<file path="src/pkg/sld_pkg.sv">
// shared constants of the supply level detector control
package sld_pkg;
    // register indices on the plain port
    localparam logic [3:0] CTRL_OFF = 4'h0;
    localparam logic [3:0] STAT_OFF = 4'h1;
    localparam logic [3:0] IRQS_OFF = 4'h2;
    localparam logic [3:0] IRQM_OFF = 4'h3;
    // control register fields
    localparam int RANGE_BIT = 3;
    localparam int TRIM_LSB  = 0;
    localparam int TRIM_W    = 3;
    // status register fields
    localparam int EN_BIT    = 0;
    localparam int VALID_BIT = 1;
    localparam int RES_BIT   = 2;
    // interrupt bit, same place as in the mid interrupt register
    localparam int IRQ_BIT   = 2;
    // reset values
    localparam logic [7:0] CTRL_RST = 8'h00;
    localparam logic [7:0] STAT_RST = 8'h00;
    localparam logic [7:0] IRQ_RST  = 8'h00;
    // timing
    localparam int CLK_MHZ     = 200;
    localparam int SETTLE_US   = 2000;
    localparam int PULSE_US    = 875;
    localparam int SETTLE_CYC  = SETTLE_US * CLK_MHZ;
    localparam int PULSE_CYC   = PULSE_US * CLK_MHZ;
    // detector sequence
    typedef enum logic [1:0] {
        ST_OFF    = 2'b00,
        ST_SETTLE = 2'b01,
        ST_ACTIVE = 2'b10
    } sld_state_e;
endpackage

</file>
<file path="src/sld_pulse_filter.sv">
// dip filter: output high once sample held COUNT cycles
`timescale 1ns/1ps
`default_nettype none
module sld_pulse_filter #(
    parameter int COUNT = 175000
) (
    input  wire logic clock,
    input  wire logic sys_rst,
    input  wire logic enable,
    input  wire logic sample,
    output logic      stable_ff
);
    localparam int W = $clog2(COUNT + 1);
    localparam logic [W-1:0] LAST = W'(COUNT - 1);

    logic [W-1:0] cnt_ff;

    // shorter dips are ignored as noise
    always_ff @(posedge clock) begin
        if (sys_rst || !enable || !sample) begin
            cnt_ff <= '0;
        end else if (cnt_ff != LAST) begin
            cnt_ff <= cnt_ff + W'(1);
        end
    end

    // drops at once when supply recovers
    always_ff @(posedge clock) begin
        if (sys_rst || !enable || !sample) begin
            stable_ff <= 1'b0;
        end else if (cnt_ff == LAST) begin
            stable_ff <= 1'b1;
        end
    end
endmodule
`default_nettype wire

</file>
<file path="src/sld_settle_timer.sv">
// settling timer: pulses done once in the COUNT-th cycle of run
`timescale 1ns/1ps
`default_nettype none
module sld_settle_timer #(
    parameter int COUNT = 400000
) (
    input  wire logic clock,
    input  wire logic sys_rst,
    input  wire logic run,
    output logic      done_ff
);
    localparam int W = $clog2(COUNT + 1);
    localparam logic [W-1:0] LAST = W'(COUNT - 1);

    logic [W-1:0] cnt_ff;

    // restarts from zero whenever run drops
    always_ff @(posedge clock) begin
        if (sys_rst || !run) begin
            cnt_ff <= '0;
        end else if (cnt_ff != LAST) begin
            cnt_ff <= cnt_ff + W'(1);
        end
    end

    // one-cycle pulse on the last count
    always_ff @(posedge clock) begin
        if (sys_rst) begin
            done_ff <= 1'b0;
        end else begin
            done_ff <= run && (cnt_ff == LAST - W'(1));
        end
    end
endmodule
`default_nettype wire

</file>
<file path="src/sld_top.sv">
// supply level detector control, status and interrupt
//
// Behaviour
// - enable bit 1 powers the detector on, 0 powers it off
// - while disabled the analog detector stays powered down
// - writing enable as 1 alone starts a measurement
// - after valid and while enabled, low supply raises maskable irq
// - each 0 to 1 step of the result gives one irq event
// - status bit 2 is the read-only below-threshold result, reset 0
// - status bit 1 is the read-only valid flag, reset 0
// - control bit 3 selects range, reset 0; 1 is 2.55 V
// - control bits 2:0 are the eight-step trim, reset 000
// - the irq sits at bit 2 of the mid interrupt register
// - dips shorter than the minimum pulse width go undetected
//
// register map on the plain port
//   index 0 control: bit 3 range, bits 2:0 trim, bits 7:4 reserved
//   index 1 status: bit 2 result, bit 1 valid, bit 0 enable
//   index 2 irq status: bit 2 set on a result rise, write 1 clears
//   index 3 irq mask: bit 2 only, other bits read 0
//   indices 4 to 15 read 0 and ignore writes
//
// timing
//   settling counts SETTLE_CYC cycles from the first powered cycle
//   a dip must hold PULSE_CYC cycles before the result may rise
//   valid reaches software a few cycles past the settling count
//
// limitations
//   trim and range only leave on pins; the analog threshold is outside
//   the result stays low until valid, so no event fires while settling
//   a disable drops valid and result on the very next cycle
//   the level interrupt lags the sticky bit by one cycle
`timescale 1ns/1ps
`default_nettype none
module sld_top #(
    parameter int SETTLE_CYC = sld_pkg::SETTLE_CYC,
    parameter int PULSE_CYC  = sld_pkg::PULSE_CYC
) (
    input  wire logic       clock,
    input  wire logic       sys_rst,
    input  wire logic [3:0] reg_addr,
    input  wire logic [7:0] reg_wdata,
    input  wire logic       reg_wr,
    input  wire logic       reg_rd,
    output logic      [7:0] reg_rdata,
    input  wire logic       comp_below,
    output logic            detector_power_en,
    output logic            range_select,
    output logic      [2:0] threshold_trim,
    output logic            low_supply_irq
);
    // address match, shared by the write and read paths
    function automatic logic hit(
        input logic [3:0] a,
        input logic [3:0] off
    );
        hit = (a == off);
    endfunction

    // read word of the control register, reserved bits as zero
    function automatic logic [7:0] ctrl_word(
        input logic       rng,
        input logic [2:0] trm
    );
        ctrl_word                                            = 8'h00;
        ctrl_word[sld_pkg::RANGE_BIT]                        = rng;
        ctrl_word[sld_pkg::TRIM_LSB +: sld_pkg::TRIM_W]      = trm;
    endfunction

    // read word of the status register, reserved bits as zero
    function automatic logic [7:0] stat_word(
        input logic en,
        input logic vld,
        input logic res
    );
        stat_word                     = 8'h00;
        stat_word[sld_pkg::EN_BIT]    = en;
        stat_word[sld_pkg::VALID_BIT] = vld;
        stat_word[sld_pkg::RES_BIT]   = res;
    endfunction

    // detector sequence
    sld_pkg::sld_state_e state_ff;
    sld_pkg::sld_state_e nxt_state;

    // software visible control
    logic       enable_ff;
    logic       range_ff;
    logic [2:0] trim_ff;
    // measurement state
    logic       valid_ff;
    logic       result_ff;
    logic       result_q_ff;
    // interrupt state
    logic [7:0] irq_stat_ff;
    logic [7:0] irq_mask_ff;
    logic       irq_ff;
    logic       pending;
    // output stages
    logic [7:0] rdata_ff;
    logic       power_ff;
    // internal strobes
    logic       settle_run;
    logic       settle_done;
    logic       dip_seen;
    logic       rise;
    logic       wr_ctrl;
    logic       wr_stat;
    logic       wr_irqs;
    logic       wr_irqm;

    // write decode
    assign wr_ctrl = reg_wr && hit(reg_addr, sld_pkg::CTRL_OFF);
    assign wr_stat = reg_wr && hit(reg_addr, sld_pkg::STAT_OFF);
    assign wr_irqs = reg_wr && hit(reg_addr, sld_pkg::IRQS_OFF);
    assign wr_irqm = reg_wr && hit(reg_addr, sld_pkg::IRQM_OFF);

    // range select; upper control bits are reserved and read 0
    always_ff @(posedge clock) begin
        if (sys_rst) begin
            range_ff <= sld_pkg::CTRL_RST[sld_pkg::RANGE_BIT];
        end else if (wr_ctrl) begin
            range_ff <= reg_wdata[sld_pkg::RANGE_BIT];
        end
    end

    // trim is stored only; production writes it once per unit
    always_ff @(posedge clock) begin
        if (sys_rst) begin
            trim_ff <= sld_pkg::CTRL_RST[sld_pkg::TRIM_LSB +: sld_pkg::TRIM_W];
        end else if (wr_ctrl) begin
            trim_ff <= reg_wdata[sld_pkg::TRIM_LSB +: sld_pkg::TRIM_W];
        end
    end

    // enable is the only writable status bit
    always_ff @(posedge clock) begin
        if (sys_rst) begin
            enable_ff <= sld_pkg::STAT_RST[sld_pkg::EN_BIT];
        end else if (wr_stat) begin
            enable_ff <= reg_wdata[sld_pkg::EN_BIT];
        end
    end

    // detector sequence: off, settling, active
    always_comb begin
        nxt_state = state_ff;
        case (state_ff)
            sld_pkg::ST_OFF: begin
                if (enable_ff) begin
                    nxt_state = sld_pkg::ST_SETTLE;
                end
            end
            sld_pkg::ST_SETTLE: begin
                if (!enable_ff) begin
                    nxt_state = sld_pkg::ST_OFF;
                end else if (settle_done) begin
                    nxt_state = sld_pkg::ST_ACTIVE;
                end
            end
            sld_pkg::ST_ACTIVE: begin
                if (!enable_ff) begin
                    nxt_state = sld_pkg::ST_OFF;
                end
            end
            default: begin
                nxt_state = sld_pkg::ST_OFF;
            end
        endcase
    end

    always_ff @(posedge clock) begin
        if (sys_rst) begin
            state_ff <= sld_pkg::ST_OFF;
        end else begin
            state_ff <= nxt_state;
        end
    end

    // timer runs only while settling, so a disable restarts it from zero
    assign settle_run = (state_ff == sld_pkg::ST_SETTLE);

    // settling time counts from the enable, restarts after any disable
    sld_settle_timer #(
        .COUNT (SETTLE_CYC)
    ) u_settle (
        .clock   (clock),
        .sys_rst (sys_rst),
        .run     (settle_run),
        .done_ff (settle_done)
    );

    // comparator only trusted while powered; brief dips filtered out
    sld_pulse_filter #(
        .COUNT (PULSE_CYC)
    ) u_filter (
        .clock     (clock),
        .sys_rst   (sys_rst),
        .enable    (power_ff),
        .sample    (comp_below),
        .stable_ff (dip_seen)
    );

    // analog power follows enable; no current drawn while off
    always_ff @(posedge clock) begin
        if (sys_rst) begin
            power_ff <= 1'b0;
        end else begin
            power_ff <= enable_ff;
        end
    end

    // valid flag, dropped at once when disabled
    always_ff @(posedge clock) begin
        if (sys_rst || !enable_ff) begin
            valid_ff <= 1'b0;
        end else begin
            valid_ff <= (state_ff == sld_pkg::ST_ACTIVE);
        end
    end

    // result held low until valid so no early edge fires
    always_ff @(posedge clock) begin
        if (sys_rst || !enable_ff) begin
            result_ff <= 1'b0;
        end else begin
            result_ff <= valid_ff && dip_seen;
        end
    end

    // edge detect on the result
    always_ff @(posedge clock) begin
        if (sys_rst) begin
            result_q_ff <= 1'b0;
        end else begin
            result_q_ff <= result_ff;
        end
    end

    assign rise = result_ff && !result_q_ff;

    // per-bit sticky status and mask; only the detector source exists,
    // the other positions stay zero so one clear routine fits all
    for (genvar b = 0; b < 8; b++) begin : g_irq
        if (b == sld_pkg::IRQ_BIT) begin : g_src
            // write one to clear; a new edge beats the clear
            always_ff @(posedge clock) begin
                if (sys_rst) begin
                    irq_stat_ff[b] <= sld_pkg::IRQ_RST[b];
                end else if (rise) begin
                    irq_stat_ff[b] <= 1'b1;
                end else if (wr_irqs && reg_wdata[b]) begin
                    irq_stat_ff[b] <= 1'b0;
                end
            end

            // mask bit, owned by software
            always_ff @(posedge clock) begin
                if (sys_rst) begin
                    irq_mask_ff[b] <= sld_pkg::IRQ_RST[b];
                end else if (wr_irqm) begin
                    irq_mask_ff[b] <= reg_wdata[b];
                end
            end
        end else begin : g_none
            // unbuilt sources: constant zero, writes ignored
            assign irq_stat_ff[b] = 1'b0;
            assign irq_mask_ff[b] = 1'b0;
        end
    end

    // any unmasked event still pending
    assign pending = |(irq_stat_ff & irq_mask_ff);

    // level interrupt, high while an unmasked bit is set
    always_ff @(posedge clock) begin
        if (sys_rst) begin
            irq_ff <= 1'b0;
        end else begin
            irq_ff <= pending;
        end
    end

    // register read decode, unmapped indices read zero
    function automatic logic [7:0] read_word(
        input logic [3:0] a,
        input logic [7:0] ctrl,
        input logic [7:0] stat,
        input logic [7:0] irqs,
        input logic [7:0] irqm
    );
        if (hit(a, sld_pkg::CTRL_OFF)) begin
            read_word = ctrl;
        end else if (hit(a, sld_pkg::STAT_OFF)) begin
            read_word = stat;
        end else if (hit(a, sld_pkg::IRQS_OFF)) begin
            read_word = irqs;
        end else if (hit(a, sld_pkg::IRQM_OFF)) begin
            read_word = irqm;
        end else begin
            read_word = 8'h00;
        end
    endfunction

    // read data stand only in the cycle after the strobe
    always_ff @(posedge clock) begin
        if (sys_rst || !reg_rd) begin
            rdata_ff <= 8'h00;
        end else begin
            rdata_ff <= read_word(reg_addr,
                                  ctrl_word(range_ff, trim_ff),
                                  stat_word(enable_ff, valid_ff, result_ff),
                                  irq_stat_ff,
                                  irq_mask_ff);
        end
    end

    // outputs straight from flip-flops
    assign reg_rdata         = rdata_ff;
    assign detector_power_en = power_ff;
    assign range_select      = range_ff;
    assign threshold_trim    = trim_ff;
    assign low_supply_irq    = irq_ff;
endmodule
`default_nettype wire

</file>
<file path="config.mk">
export PLATFORM = sky130hd
export DESIGN_NAME = sld_top
export DESIGN_NICKNAME = d
export VERILOG_FILES = /design/src/pkg/sld_pkg.sv /design/src/sld_pulse_filter.sv /design/src/sld_settle_timer.sv /design/src/sld_top.sv
export SDC_FILE = /design/constraint.sdc
export NUM_CORES = 1
export LEC_CHECK = 0
export BUFFER_PORTS_ARGS = -buffer_cell sky130_fd_sc_hd__clkbuf_2
export CORE_MARGIN = 3
export CORE_UTILIZATION = 57
export CTS_CLUSTER_DIAMETER = 40
export DETAILED_ROUTE_END_ITERATION = 8
export PLACE_DENSITY = 0.78
export RECOVER_POWER = 100
export SETUP_SLACK_MARGIN = 0.2
export SLEW_MARGIN = 40
export SYNTH_ARGS = -nofsm -noshare
export SYNTH_HDL_FRONTEND = slang
export SYNTH_HIERARCHICAL = 1
export SYNTH_SLANG_ARGS = --single-unit
export TNS_END_PERCENT = 1
</file>
<file path="constraint.sdc">
create_clock -name clock -period 2.2 [get_ports clock]
set_input_delay 0 -clock clock [delete_from_list [all_inputs] [get_ports clock]]
set_output_delay 0 -clock clock [all_outputs]
set_load 0.05 [all_outputs]
</file>
==> impl_metrics.yaml <==
run_status:
  status: "finished clean"
sta:
  fin_tns_setup_ns: 0
  hold_ws_ns: 0.01744
  worst_pin_slew_ns: 0.6592
  setup_viol: 0
  hold_viol: 0
  rsz0062_at_grt: "true"
  min_period_ns: 2.017
  slew_headroom: 0.5605
  period_share: 0.9166
  maxClockFrequency_ghz: 0.4959
  slew_viol_final: 0
  fin_skew_ns: 0.007384
placed_design:
  gp_congestion: 0.8079
  hpwlAfterDp_um: 3680
  portBuffers: 22
drt:
  vias_per_cell: 5.683
  wl_per_cell_um: 14.43
  routed_wl_um: 5456
  dr.pass1.iters: 4
  ant_nets: 0
  vias: 2148
  drcViolationCount: 0
  drt_iter0_drc: 107
synth:
  synth-warning-count: 6
  syn_area_um2: 2646
  synth_edf_count: 0
  ys_seq_area_frac: 0.4312
  ys_types: 50
  async_flop_share: 0
  synth_cells: 288
  avgSynthCellArea_um2: 9.189
  synth_ff_type: "dfxtp_1"
  ys_ff_latch: 57
power_and_ir_drop:
  p_per_area_nw_per_um2: 717.2
  internal_power_uw: 1718
  p_leak_uw: 0.001104
  switching_share: 0.2062
  vdd_drop_max_mv: 0.3292
  power_switching_uw: 446.4
  clkPwrFrac: 0.492
  p_seq_frac: 0.478
  pwr-share-comb: 0.030
  finalPower_uw: 2165
grt:
  grt-busiest-layer: "met2"
  use_met2: 0.3199
  grt_pass1_vias: 1917
  grt_start_max_net_pins: 19
  antenna_found_initial: 0
  grtUsageMet3: 0.07703
  grt_pass1_wl_um: 8714
  gr-usage-all-layers: 0.2115
  use_met1: 0.2675
  gr-total-overflow: 0
cts:
  post_cts_buffers: 0
  clkSlewWorstSetupHoldPaths_ns: 0.06
  clock_path_buffers: 2
  cts-root-buf: "clkbuf_8"
  cts_made_buffers: 9
  clock_sinks: 57
  cts_max_level: 3
  clk-insertion-delay-late_ns: 0.33
  cts_tree: "done"
finish:
  fillers: 361
  drive_gt1_frac: 0.1135
  diodes: 0
  multi_input_area_um2: 1395
  regArea_um2: 1141
  area_growth_pct: 14.04
  nets: 343
floorplan:
  core_um2: 4414
  die_y_um: 74.14
  ios: 31
  rows: 24
  die_area_um2: 5496
  start_util: 0.5995
  dieWidth_um: 74.14
worst_setup_path:
  crit_required_ns: 2.45
  r2r_slack_ns: 0.18
  critPathKind: "flop to flop"
  timing.rr.start: "u_settle/cnt_ff[13]"
  crit_arrival_ns: 2.26
  timing.rr.end: "u_settle/cnt_ff[3]"
  worst_setup_path_start_kind: "flop"
  cp_max_fo: 5
  r2r_cells: 4
  endpoint_kind: "flop"
min_path:
  worstHoldEndpoint: "irq_stat_ff[2]"
  hold_depth: 3
  hold_path.class: "input port to flop"
  hold_start: "reg_addr[2]"
run:
  maxCapViolations: 0
[critical path: stages, from the launching register on]
cell and delay, ns:
dfxtp_1 0.35, or4_1 0.57, or3_1 0.37, or3_4 0.42, a211oi_1 0.23
[flip-flops by register name (all words and copies together) (netlist names)]
signal,flops
u_filter/stable_ff,1
range_select,1
u_filter/cnt_ff,18
enable_ff,1
u_settle/cnt_ff,19
state_ff,2
result_ff,1
threshold_trim,3
detector_power_en,1
reg_rdata,4
irq_mask_ff,1
result_q_ff,1
low_supply_irq,1
u_settle/done_ff,1
valid_ff,1
irq_stat_ff,1
[cell usage after synthesis, types with 3 or more instances]
cell type,count,area (um2)
xor2_1,13,113.9
nand3_1,15,75.07
dfxtp_1,57,1141
a21oi_1,7,35.03
nand2_1,22,82.58
xnor2_1,6,52.55
nand2b_1,14,87.58
o21ai_0,6,30.03
buf_4,5,37.54
nor3_1,9,45.04
nor2b_1,3,18.77
and4_1,3,26.28
mux2i_1,9,90.09
nor4_1,5,31.28
nor2_1,28,105.1
clkbuf_1,7,26.28
a31oi_1,8,50.05
ha_1,4,50.05
nand4_1,11,68.82
nor4b_1,3,26.28
inv_1,3,11.26
or4_1,4,30.03
and3_1,10,62.56
[worst max-delay path by stage]
stage / from / endpoint / slack, ns / depth (start not counted)
3_3_place_gp: u_settle/cnt_ff[13] / u_settle/cnt_ff[3] / 0.27 / 4
5_1_grt: u_settle/cnt_ff[13] / u_settle/cnt_ff[5] / 0.12 / 4
3_5_place_dp: u_settle/cnt_ff[13] / u_settle/cnt_ff[5] / 0.24 / 4
4_1_cts: u_settle/cnt_ff[13] / u_settle/cnt_ff[5] / 0.22 / 4
2_1_floorplan: u_settle/cnt_ff[13] / u_settle/cnt_ff[3] / 0.35 / 4
6_report: u_settle/cnt_ff[13] / u_settle/cnt_ff[3] / 0.18 / 4
[power groups by stage]
stage	registers, uW	logic, uW	clock network [uW]
6_report	1040	64.6	1060
5_1_grt	1030	70.1	1140
4_1_cts	1040	65.0	1090
3_5_place_dp	1060	56.1	0
3_3_place_gp	1060	55.3	0
2_1_floorplan	1060	41.4	0
[logic make-up (layout without fill, tap and decap cells)]
group                      Yosys count  count (layout)  synth area share
xor gates and xnor gates            19              19           0.06288
buffers and inverters               17              52           0.03688
DFF                                 57              57            0.4312
and+or+nand+nor                    144             144            0.3125
muxes                               10              10           0.04255
other                                1               4          0.001417
adders and majority gates            4               4           0.01891
AOI/OAI and AO/OA                   36              36           0.09361
[layer usage]
metal / wire length, um / vias to the layer above
li1: - / 1108
met1: 2642 / 981
met2: 2450 / 51
met3: 284 / 8
met4: 79 / 0
met5: 0 / -
[layout make-up]
class | count | share of cell area
clock buffer | 10 | 0.04561
clock inverter | 5 | 0.02653
inverter | 3 | 0.003731
multi-input combinational | 217 | 0.4623
sequential | 57 | 0.3781
tap | 52 | 0.02156
timing repair buffer | 34 | 0.06219
[stage by stage]
step	std cells	setup slack, ns	cell area [um2]	util
floorplan	291	0.3506	2658	-
global placement	356	0.2666	2784	0.6307
detailed placement	356	0.2369	2784	0.6307
CTS	378	0.2172	3072	0.6959
global route	378	0.1158	3018	0.6837
finish	378	0.1834	3018	0.6837
[layout by cell type, fill, tap and decap left out, types with 6 or more instances in the layout]
cell type / count
dfxtp_1: 57
o21ai_0: 6
clkbuf_8: 10
dlygate4sd3_1: 7
nor3_1: 9
xnor2_1: 6
nand4_1: 12
nor2_1: 28
nand2b_1: 14
a21oi_1: 7
nand2_1: 22
mux2i_1: 9
nand3_1: 15
clkbuf_1: 16
and3_1: 10
a31oi_1: 8
xor2_1: 13
clkbuf_2: 10
[what timing repair did]
action,in CTS,in global routing
endpoints found under the setup margin,0,3
gates resized for setup,0,4
hold buffers,7,0
endpoints found under the hold margin,9,0
Note: power is estimated with default switching activity, not from simulation.
